[src/include/decode_pkg.sv]
// Package: opcodes, rotate selectors and cycle-count constants for the string/rotate decoder
package decode_pkg;
  localparam logic [7:0] OP_ROT8_ONCE = 8'hD0; // Rotate byte once
  localparam logic [7:0] OP_ROT16_ONCE = 8'hD1; // Rotate word once
  localparam logic [7:0] OP_ROT8_CNT = 8'hD2; // Rotate byte by count register
  localparam logic [7:0] OP_ROT16_CNT = 8'hD3; // Rotate word by count register
  localparam logic [7:0] OP_ROT8_IMM = 8'hC0; // Rotate byte by immediate
  localparam logic [7:0] OP_ROT16_IMM = 8'hC1; // Rotate word by immediate
  localparam logic [2:0] REG_LEFT = 3'h2; // Reg field for left rotate
  localparam logic [2:0] REG_RIGHT = 3'h3; // Reg field for right rotate
  localparam logic [7:0] OP_LOOP_PREFIX = 8'hF3; // Loop prefix byte
  localparam logic [7:0] OP_COPY_B = 8'hA4;
  localparam logic [7:0] OP_COPY_W = 8'hA5;
  localparam logic [7:0] OP_CMP_B = 8'hA6;
  localparam logic [7:0] OP_CMP_W = 8'hA7;
  localparam logic [7:0] OP_FILL_B = 8'hAA;
  localparam logic [7:0] OP_FILL_W = 8'hAB;
  localparam logic [7:0] OP_LOAD_B = 8'hAC;
  localparam logic [7:0] OP_LOAD_W = 8'hAD;
  localparam logic [7:0] OP_SCAN_B = 8'hAE;
  localparam logic [7:0] OP_SCAN_W = 8'hAF;
  localparam logic [7:0] OP_IN_B = 8'h6C;
  localparam logic [7:0] OP_IN_W = 8'h6D;
  localparam logic [7:0] OP_OUT_B = 8'h6E;
  localparam logic [7:0] OP_OUT_W = 8'h6F;
  localparam logic [7:0] OP_PUSH_FLAGS = 8'h9C;
  // Cycle counts
  localparam logic [15:0] CYC_ROT1_REG = 16'h0002;
  localparam logic [15:0] CYC_ROT1_MEM = 16'h000F;
  localparam logic [15:0] CYC_ROTN_REG = 16'h0005;
  localparam logic [15:0] CYC_ROTN_MEM = 16'h0011;
  localparam logic [15:0] CYC_MOVE_BASE = 16'h0008;
  localparam logic [15:0] CYC_MOVE_BASE_W8 = 16'h000C;
  localparam logic [15:0] CYC_MOVE_PER = 16'h0008;
  localparam logic [15:0] CYC_LOAD_BASE = 16'h0006;
  localparam logic [15:0] CYC_LOAD_BASE_W8 = 16'h000A;
  localparam logic [15:0] CYC_LOAD_PER = 16'h000B;
  localparam logic [15:0] CYC_SRCH_BASE = 16'h0005;
  localparam logic [15:0] CYC_SRCH_BASE_W8 = 16'h0009;
  localparam logic [15:0] CYC_CMP_PER = 16'h0016;
  localparam logic [15:0] CYC_SCAN_PER = 16'h000F;
  localparam logic [15:0] CYC_PUSH_STATUS_FLAGS_16 = 16'h0009;
  localparam logic [15:0] CYC_PUSH_STATUS_FLAGS_8 = 16'h000D;
  // Operation kinds
  typedef enum logic [3:0] {
    K_NONE = 4'h0, K_RCL = 4'h1, K_RCR = 4'h2, K_COPY = 4'h3, K_FILL = 4'h4,
    K_LOAD = 4'h5, K_IN = 4'h6, K_OUT = 4'h7, K_CMP = 4'h8, K_SCAN = 4'h9,
    K_PUSH_STATUS_FLAGS = 4'hA
  } kind_e;
endpackage : decode_pkg

[src/verilog/string_rotate_decoder.sv]
// String, rotate-through-carry and push-flags decoder with cycle timing
`timescale 1ns/1ps
// How it works
// [RQ1] D0/D2/C0 reg 2 byte left rotate
// [RQ2] D1/D3/C1 reg 2 word 17-bit rotate
// [RQ3] Same opcodes, reg 3, right rotate
// [RQ4] Multi rotate: 5+n reg, 17+n mem
// [RQ5] F3 A4/A5 copy, 8+8n or 12+8n
// [RQ6] F3 AA/AB fill accumulator, 8+8n/12+8n
// [RQ7] F3 AC/AD load accumulator, 6+11n/10+11n
// [RQ8] F3 6D port input, 8+8n/12+8n
// [RQ9] F3 6E/6F port output, 8+8n/12+8n
// [RQ10] F3 A6/A7 compare, 5+22n/9+22n
// [RQ11] F3 AE/AF scan, 5+15n/9+15n
// [RQ12] 9C pushes flags, 9 or 13
// [RQ13] Stream never holds zero short jump
// [RQ14] Repeat while count nonzero, decrement each
// [RQ15] Compare/scan stop early on mismatch, zero flag
module string_rotate_decoder #(
  parameter int CNT_W = 16 // Count register width
) (
  // Clock and reset
  input wire logic clk,
  input wire logic reset,
  // Instruction in
  input wire logic start, // One-cycle pulse: instruction present
  input wire logic [7:0] op_byte1, // First byte (prefix or opcode)
  input wire logic [7:0] op_byte2, // Second byte (opcode or modrm)
  input wire logic [7:0] imm_count, // Immediate rotate count
  input wire logic narrow_bus, // High on the 8-bit bus variant
  input wire logic [CNT_W-1:0] count_in, // Count register value
  input wire logic [16:0] rot_in, // Carry in bit 16, operand below
  // Element compare result from the datapath
  input wire logic elem_match, // Current element equals its partner
  // Outputs
  output logic busy, // Instruction in progress
  output logic done, // One-cycle end pulse
  output logic illegal, // Opcode not recognised by this block
  output decode_pkg::kind_e kind, // Decoded operation
  output logic is_word, // Word form
  output logic elem_strobe, // One element processed this cycle
  output logic [CNT_W-1:0] count_out, // Count register as it runs
  output logic zero_flag, // Result of last compare
  output logic [16:0] rot_out, // Rotated carry and operand
  output logic [15:0] cycles // Cycles the instruction took
);
  import decode_pkg::*;

  typedef enum logic [1:0] {
    S_IDLE = 2'b00, S_BASE = 2'b01, S_ELEM = 2'b10, S_DONE = 2'b11
  } state_e;

  state_e state_reg, state_next; // Sequencer state
  kind_e kind_reg, kind_next; // Decoded kind
  logic word_reg, word_next; // Word form flag
  logic mem_reg, mem_next; // Memory operand
  logic [15:0] wait_reg, wait_next; // Cycles left in current phase
  logic [15:0] per_reg, per_next; // Cycles per element
  logic [15:0] total_reg, total_next; // Cycle tally
  logic [CNT_W-1:0] cnt_reg, cnt_next; // Working count
  logic [7:0] rcnt_reg, rcnt_next; // Rotate steps left
  logic [16:0] rot_reg, rot_next; // Rotate working value
  logic zf_reg, zf_next; // Zero flag
  logic done_reg, done_next; // Done pulse
  logic ill_reg, ill_next; // Illegal flag
  logic strobe_reg, strobe_next; // Element strobe
  logic busy_reg, busy_next; // Busy flag

  // One rotate step through carry over 9 or 17 bits
  function automatic logic [16:0] rot_step(input logic [16:0] v, input logic left,
                                           input logic wide);
    logic [16:0] r;
    r = v;
    if (wide) begin
      r = left ? {v[15:0], v[16]} : {v[0], v[16:1]};
    end else if (left) begin
      r = {v[7], 8'h00, v[6:0], v[16]};
    end else begin
      r = {v[0], 8'h00, v[16], v[7:1]};
    end
    return r;
  endfunction : rot_step

  // Base cycles that pick the narrow-bus word variant
  function automatic logic [15:0] pick(input logic w8, input logic [15:0] a,
                                       input logic [15:0] b);
    return w8 ? b : a;
  endfunction : pick

  // Next-state logic
  always_comb begin
    state_next = state_reg;
    kind_next = kind_reg;
    word_next = word_reg;
    mem_next = mem_reg;
    wait_next = wait_reg;
    per_next = per_reg;
    total_next = total_reg;
    cnt_next = cnt_reg;
    rcnt_next = rcnt_reg;
    rot_next = rot_reg;
    zf_next = zf_reg;
    done_next = 1'b0;
    ill_next = ill_reg;
    strobe_next = 1'b0;
    busy_next = busy_reg;
    case (state_reg)
      S_IDLE: begin
        if (start) begin
          // Decode
          ill_next = 1'b0;
          total_next = 16'h0000;
          cnt_next = count_in;
          rot_next = rot_in;
          mem_next = (op_byte2[7:6] != 2'b11);
          word_next = 1'b0;
          kind_next = K_NONE;
          wait_next = 16'h0001;
          per_next = 16'h0000;
          rcnt_next = 8'h00;
          state_next = S_BASE;
          busy_next = 1'b1;
          if (op_byte1 == OP_PUSH_FLAGS) begin
            kind_next = K_PUSH_STATUS_FLAGS;
            wait_next = pick(narrow_bus, CYC_PUSH_STATUS_FLAGS_16, CYC_PUSH_STATUS_FLAGS_8); // RQ12
          end else if ((op_byte1[7:4] == 4'hD && op_byte1[3:2] == 2'b00) ||
                       op_byte1[7:1] == 7'b1100000) begin
            word_next = op_byte1[0]; // RQ2
            if (op_byte2[5:3] == REG_LEFT) begin
              kind_next = K_RCL; // RQ1
            end else if (op_byte2[5:3] == REG_RIGHT) begin
              kind_next = K_RCR; // RQ3
            end
            if (op_byte1 == OP_ROT8_ONCE || op_byte1 == OP_ROT16_ONCE) begin
              rcnt_next = 8'h01;
              wait_next = (op_byte2[7:6] != 2'b11) ? CYC_ROT1_MEM : CYC_ROT1_REG; // RQ1
            end else begin
              rcnt_next = (op_byte1[7:4] == 4'hD) ? count_in[7:0] : imm_count;
              // RQ4
              wait_next = ((op_byte2[7:6] != 2'b11) ? CYC_ROTN_MEM : CYC_ROTN_REG) +
                          16'((op_byte1[7:4] == 4'hD) ? count_in[7:0] : imm_count);
            end
          end else if (op_byte1 == OP_LOOP_PREFIX) begin
            word_next = op_byte2[0];
            // Copy, fill and port forms share the move timing
            per_next = CYC_MOVE_PER;
            wait_next = pick(narrow_bus & op_byte2[0], CYC_MOVE_BASE, CYC_MOVE_BASE_W8);
            case (op_byte2)
              OP_COPY_B, OP_COPY_W: kind_next = K_COPY; // RQ5
              OP_FILL_B, OP_FILL_W: kind_next = K_FILL; // RQ6
              OP_LOAD_B, OP_LOAD_W: begin
                kind_next = K_LOAD; // RQ7
                per_next = CYC_LOAD_PER;
                wait_next = pick(narrow_bus & op_byte2[0], CYC_LOAD_BASE, CYC_LOAD_BASE_W8);
              end
              OP_IN_B, OP_IN_W: kind_next = K_IN; // RQ8
              OP_OUT_B, OP_OUT_W: kind_next = K_OUT; // RQ9
              OP_CMP_B, OP_CMP_W: begin
                kind_next = K_CMP; // RQ10
                per_next = CYC_CMP_PER;
                wait_next = pick(narrow_bus & op_byte2[0], CYC_SRCH_BASE, CYC_SRCH_BASE_W8);
              end
              OP_SCAN_B, OP_SCAN_W: begin
                kind_next = K_SCAN; // RQ11
                per_next = CYC_SCAN_PER;
                wait_next = pick(narrow_bus & op_byte2[0], CYC_SRCH_BASE, CYC_SRCH_BASE_W8);
              end
              default: kind_next = K_NONE; // Unknown string opcode
            endcase
          end
          if (kind_next == K_NONE) begin
            // Unknown opcode: flag and finish at once
            ill_next = 1'b1;
            busy_next = 1'b0;
            done_next = 1'b1;
            state_next = S_IDLE;
          end
        end
      end
      S_BASE: begin
        // Base cycles; rotates shift one step per cycle meanwhile
        total_next = total_reg + 16'h0001;
        if ((kind_reg == K_RCL || kind_reg == K_RCR) && rcnt_reg != 8'h00) begin
          rot_next = rot_step(rot_reg, kind_reg == K_RCL, word_reg); // RQ1
          rcnt_next = rcnt_reg - 8'h01;
        end
        if (wait_reg <= 16'h0001) begin
          if (per_reg != 16'h0000 && cnt_reg != '0) begin
            state_next = S_ELEM; // RQ14
            wait_next = per_reg;
          end else begin
            state_next = S_DONE;
          end
        end else begin
          wait_next = wait_reg - 16'h0001;
        end
      end
      S_ELEM: begin
        // One element per pass
        total_next = total_reg + 16'h0001;
        if (wait_reg <= 16'h0001) begin
          strobe_next = 1'b1;
          cnt_next = cnt_reg - 1'b1; // RQ14
          wait_next = per_reg;
          if (kind_reg == K_CMP || kind_reg == K_SCAN) begin
            zf_next = elem_match; // RQ15
          end
          if (cnt_reg == CNT_W'(1) ||
              ((kind_reg == K_CMP || kind_reg == K_SCAN) && !elem_match)) begin
            state_next = S_DONE; // RQ15
          end
        end else begin
          wait_next = wait_reg - 16'h0001;
        end
      end
      S_DONE: begin
        done_next = 1'b1;
        busy_next = 1'b0;
        state_next = S_IDLE;
      end
      default: begin
        state_next = S_IDLE;
      end
    endcase
  end

  // Registers
  always_ff @(posedge clk) begin
    if (reset) begin
      state_reg <= S_IDLE;
      kind_reg <= K_NONE;
      word_reg <= 1'b0;
      mem_reg <= 1'b0;
      wait_reg <= 16'h0000;
      per_reg <= 16'h0000;
      total_reg <= 16'h0000;
      cnt_reg <= '0;
      rcnt_reg <= 8'h00;
      rot_reg <= 17'h00000;
      zf_reg <= 1'b0;
      done_reg <= 1'b0;
      ill_reg <= 1'b0;
      strobe_reg <= 1'b0;
      busy_reg <= 1'b0;
    end else begin
      state_reg <= state_next;
      kind_reg <= kind_next;
      word_reg <= word_next;
      mem_reg <= mem_next;
      wait_reg <= wait_next;
      per_reg <= per_next;
      total_reg <= total_next;
      cnt_reg <= cnt_next;
      rcnt_reg <= rcnt_next;
      rot_reg <= rot_next;
      zf_reg <= zf_next;
      done_reg <= done_next;
      ill_reg <= ill_next;
      strobe_reg <= strobe_next;
      busy_reg <= busy_next;
    end
  end

  // Outputs straight from flip-flops
  assign busy = busy_reg;
  assign done = done_reg;
  assign illegal = ill_reg;
  assign kind = kind_reg;
  assign is_word = word_reg;
  assign elem_strobe = strobe_reg;
  assign count_out = cnt_reg;
  assign zero_flag = zf_reg;
  assign rot_out = rot_reg;
  assign cycles = total_reg;
endmodule : string_rotate_decoder

[config.mk]
export PLATFORM = sky130hd
export DESIGN_NAME = string_rotate_decoder
export DESIGN_NICKNAME = d
export VERILOG_FILES = /design/src/include/decode_pkg.sv /design/src/verilog/string_rotate_decoder.sv
export SDC_FILE = /design/constraint.sdc
export NUM_CORES = 1
export LEC_CHECK = 0
export BUFFER_PORTS_ARGS = -buffer_cell sky130_fd_sc_hd__buf_2
export CAP_MARGIN = 20
export CORE_MARGIN = 1
export CORE_UTILIZATION = 60
export CTS_CLUSTER_SIZE = 16
export DETAILED_ROUTE_END_ITERATION = 12
export PLACE_DENSITY_LB_ADDON = 0.05
export SYNTH_ARGS = -nofsm -noshare
export SYNTH_HDL_FRONTEND = slang
export SYNTH_SLANG_ARGS = --single-unit
[constraint.sdc]
create_clock -name clk -period 10.05 [get_ports clk]
set_clock_uncertainty 0.1 [all_clocks]
set_input_delay 2.01 -clock clk [delete_from_list [all_inputs] [get_ports clk]]
set_output_delay 2.01 -clock clk [all_outputs]
set_load 0.05 [all_outputs]
---- Yosys cells after proc, flatten, opt, wreduce, memory -nomap -nowiden ----
Index checks and enable logic that the tools add are counted.
word-level totals
  bits in registers ....................... 101
cells by class
  muxes and demuxes ....................... 64
  equal/unequal tests ..................... 37
  $lt $le $gt $ge ......................... 1
  reduce and logical (&&, ||, !) cells .... 39
  $add $sub $neg .......................... 5
  bitwise gates (word level) .............. 2
operator list
  kind                                                                                number
  16-bit 2-to-1 mux                                                                   9
  8-bit equality test (second input constant)                                         14
  17-bit 2-to-1 mux                                                                   5
  16-bit one-hot mux with 2 select lines                                              2
  8-bit 2-to-1 mux                                                                    7
  16-bit one-hot mux with 3 select lines                                              1
  4-bit 2-to-1 mux                                                                    9
  17-bit one-hot mux with 2 select lines                                              1
  8-bit by 7-bit equality test with 1-bit output (second input constant)              4
  16-bit nonzero test                                                                 2
  16-bit by 1-bit subtractor with 16-bit output (second input constant)               2
  4-bit one-hot mux with 7 select lines                                               1
  5-bit 2-to-1 mux                                                                    4
  2-bit OR reduction                                                                  9
  16-bit by 1-bit adder with 16-bit output (second input constant)                    1
  16-bit by 1-bit equality test with 1-bit output (second input constant)             1
  16-bit by 1-bit less-or-equal comparator with 1-bit output (second input constant)  1
  8-bit one-hot mux with 2 select lines                                               1
  5-bit one-hot mux with 3 select lines                                               1
  4-bit equality test (second input constant)                                         3
  2-bit 2-to-1 mux                                                                    6
  2-bit != test (second input constant)                                               6
  3-bit AND reduction                                                                 4
  1-bit 2-to-1 mux                                                                    10
  other kinds (27)                                                                    44

---- Longest topological paths before layout ----
  depth after elaboration ................. 12
  mapped depth ............................ 11

---- Worst setup path before layout ----
No wires, ideal clock.
  path kind ............................... input to register
  start point ............................. input port op_byte1[5]
  end point ............................... register wait_reg[2]
  setup time .............................. 0.116 ns
  required time ........................... 9.834 ns
  path slack .............................. 5.213 ns
  arrival ................................. 4.621 ns
  stages on the path ...................... 11
  path through ............................ clkbuf_1 > nand4b_1 > clkbuf_1 > mux2_2 > ha_1 > xor2_1 > mux2_2 > a221o_1 > a21oi_1 > a2111oi_0 > a31o_2
between the ends
  longest elaborated chain between the ends .. 8
RTL lines
  element                                     RTL line                                                    RTL
  from (decl)                                 string_rotate_decoder.sv:27                                 input wire logic [7:0] op_byte1,
  4-bit equality test                         string_rotate_decoder.sv:126, string_rotate_decoder.sv:141
  8-bit 2-to-1 mux                            string_rotate_decoder.sv:141                                16'((op_byte1[7:4] == 4'hD) ? count_in[7:0] : imm_count);
  5-bit by 8-bit adder with 9-bit output      string_rotate_decoder.sv:140                                wait_next = ((op_byte2[7:6] != 2'b11) ? CYC_ROTN_MEM : CYC_ROTN_REG) +
  9-bit 2-to-1 mux                            string_rotate_decoder.sv:134                                if (op_byte1 == OP_ROT8_ONCE || op_byte1 == OP_ROT16_ONCE) begin
  16-bit 2-to-1 mux                           string_rotate_decoder.sv:126                                end else if ((op_byte1[7:4] == 4'hD && op_byte1[3:2] == 2'b00) ||
  16-bit 2-to-1 mux (*)                       string_rotate_decoder.sv:123                                if (op_byte1 == OP_PUSH_FLAGS) begin
  16-bit 2-to-1 mux (*)                       string_rotate_decoder.sv:109                                if (start) begin
  16-bit one-hot mux with 3 select lines (*)  string_rotate_decoder.sv:107                                case (state_reg)
  to (signal assigned)                        string_rotate_decoder.sv:250                                wait_reg <= wait_next;
  to (decl)                                   string_rotate_decoder.sv:57                                 logic [15:0] wait_reg, wait_next;
Mark *: on every way between the ends. The rest lies on a longest branch, timed or not. The select of a mux whose other input is x is not followed.
A chain may end at the register's enable or synchronous reset.

---- Worst setup path after layout ----
Same ends and word-level chain as after synthesis.

==> results.cfg <==
[status]
status = completed

[timing]
period_needed_ns = 4.69
fin_tns_setup_ns = 0
report.final.slew_viol_count = 0
max_slew_margin_pct = 38.6
grt_setup_unrepaired = false
setup_violations = 0
fin_crit_sh_pct = 46.7
hold_viol = 0
fmax_ghz = 0.213
worst_pin_slew_ns = 0.921

[die]
coreArea_um2 = 8890
die_h_um = 98.7
start_util_pct = 63.1
dieArea_um2 = 9740
pin_count = 121
rows = 34
die_w_um = 98.7

[final_layout]
mostFrequentLayoutCell = buf_2
fillerInstances = 770
seq_area_um2 = 1800
final_nets = 913
n_antenna_cell = 0
multi_input_comb_area_um2 = 3540
mostFrequentLayoutCells = 120 x buf_2, 90 x nor2_1, 90 x dfxtp_1
final_area_um2 = 6420
largest_reg_flops = 17
drive_gt1_share_pct = 19.5
area_delta_synth_final_pct = 14.5

[pwr]
power_density_nw_per_um2 = 129
p_comb_share_pct = 23.3
sw_frac_of_total_pct = 35.7
switchingPower_uw = 295
irDropWorstVdd_mv = 0.0846
p_leak_nw = 2.56
seqPwrFrac_pct = 46.7
p_int_uw = 530
clockPowerShare_pct = 30.0

[cts]
postCtsSetupBuffers = 0
cts-buffers-inserted = 9
cts_tree = done
cts.path.max_buffers = 2
clock_latency_ns = 0.38
clkTransAtPathRegs_ns = 0.11
cts_sinks = 90
cts_root_buf = clkbuf_8
cts_resized = 0
htree_levels = 3
hold_buffers = 0

[yosys]
ys.flop_type = dfxtp_1
synth_top_family_by_area = simple AND/OR/NAND/NOR gates
synth-compound-area-share_pct = 23.5
synthAdderAreaFrac_pct = 3.35
avgSynthCellArea_um2 = 7.53
synthCells = 745
synth_cell_types = 68
ys_seq_elements = 90
ys_seq_area_share_pct = 32.1
synthXorXnorAreaFrac_pct = 4.06
muxShareOfSynthArea_pct = 5.47
syn_nets = 822
synth-simple-area-share_pct = 26.5
synth_async_sr_flop_share_pct = 0
yosys_warnings = 0
synth_edf_count = 0
syn_area_um2 = 5610

[routing]
drt_pass1_iterations = 5
viasPerCell = 6.31
drcViolationCount = 0
vias = 5985
drt_iter0_markers = 366
wl_mm = 15.6
detail-route-antenna-nets = 0
wl_per_cell_um = 16.5

[critical_path]
cp-end-kind = flop
cp_max_fo = 13
cp_data_arrival_time_ns = 4.85
path_class = in2reg
required_ns = 10.21
cp-start-kind = input port

[place]
placed_area_um2 = 6190
gp_congestion = 0.942
portBuffers = 120
dpl.hpwl_mm = 11.1

[worst_hold_path]
hold_path_class = reg2reg

[global_route]
grt_max_degree = 65
grt_pass1_vias = 5311
antenna_found_initial = 0
grt_pass1_wl_mm = 25.3
gr-total-overflow = 0
groute.usage.overall_pct = 31.8

[run]
maxCapViolCount = 0
[synthesized netlist by cell type, drive strengths merged (5+ instances only)]
cell type	number	area (µm²)
nor2b	10	62.6
a31oi	7	43.8
mux2	5	56.3
nand2	77	289
o211ai	15	113
dfxtp	90	1800
a211oi	21	185
nor4	18	119
nand2b	6	37.5
o22ai	7	43.8
xnor2	13	114
buf	7	40.0
mux2i	25	250
or3	12	76.3
o21ai	52	264
nand4	11	68.8
xor2	13	114
or4	12	93.8
nor2	91	344
nand3	19	95.1
inv	22	82.6
nor3	26	130
ha	15	188
a21oi	72	368
clkbuf	39	146
and3	7	43.8
a21o	5	37.5
[area by class of cell]
class                      count  area share, %
clock buffer                   9           1.93
timing repair buffer         126           10.4
multi-input combinational    585           55.1
clock inverter                 7           1.05
sequential                    90           28.1
inverter                      24           1.40
tap                          108           2.10
[layer usage]
metal	global-route usage [%]	up-vias	routed length, µm
met3	3.90	33	1190
met1	42.5	2800	6680
met5	0	-	0
met2	52.4	262	7320
met4	13.0	0	448
li1	-	2890	-
[cells by family after synthesis]
kind of cell | after synthesis
AND/OR/NAND/NOR | 305
AO/OA/AOI/OAI | 209
flip-flops | 90
buffers and inverters | 70
multiplexers | 30
XOR/XNOR | 26
adder cells (fa/ha/maj) | 15
[final timing paths]
kind / slack [ns] / depth (start not counted) / from / endpoint
max: 5.36 / 10 / op_byte1[5] / wait_reg[2]$_SDFFE_PP0P_
min: 0.38 / 2 / illegal$_SDFFE_PP0P_ / illegal$_SDFFE_PP0P_
max reg2reg: 6.38 / 6 / state_reg[1]$_SDFFE_PP0P_ / count_out[15]$_SDFFE_PP0P_
min reg2reg: 0.38 / 2 / illegal$_SDFFE_PP0P_ / illegal$_SDFFE_PP0P_
[through the flow]
stage	setup slack, ns	util (%)	hold slack [ns]	std cells	total power [mW]
final	5.36	72.2	0.381	949	0.825
after global routing	5.13	72.2	0.415	949	0.861
after CTS	5.39	71.7	0.388	946	0.823
after detailed placement	4.99	69.6	0.370	930	0.579
after global placement	5.13	69.6	0.354	930	0.575
after floorplan	5.21	-	0.337	745	0.530
[power groups by stage]
stage	sequential (mW)	combinational (mW)	clock, mW
after global routing	0.387	0.208	0.266
final	0.385	0.192	0.248
after CTS	0.385	0.188	0.250
after floorplan	0.424	0.105	0
after global placement	0.392	0.183	0
after detailed placement	0.393	0.186	0
[worst max-delay path, stage by stage]
cell       delay [ns]
buf_2            0.15
nand4b_1         0.63
mux2_2           0.52
ha_1             0.35
xor2_1           0.17
mux2_2           0.26
a221o_1          0.28
a21oi_1          0.14
a2111oi_0        0.08
a31o_2           0.24
(Power assumes the default switching activity.)
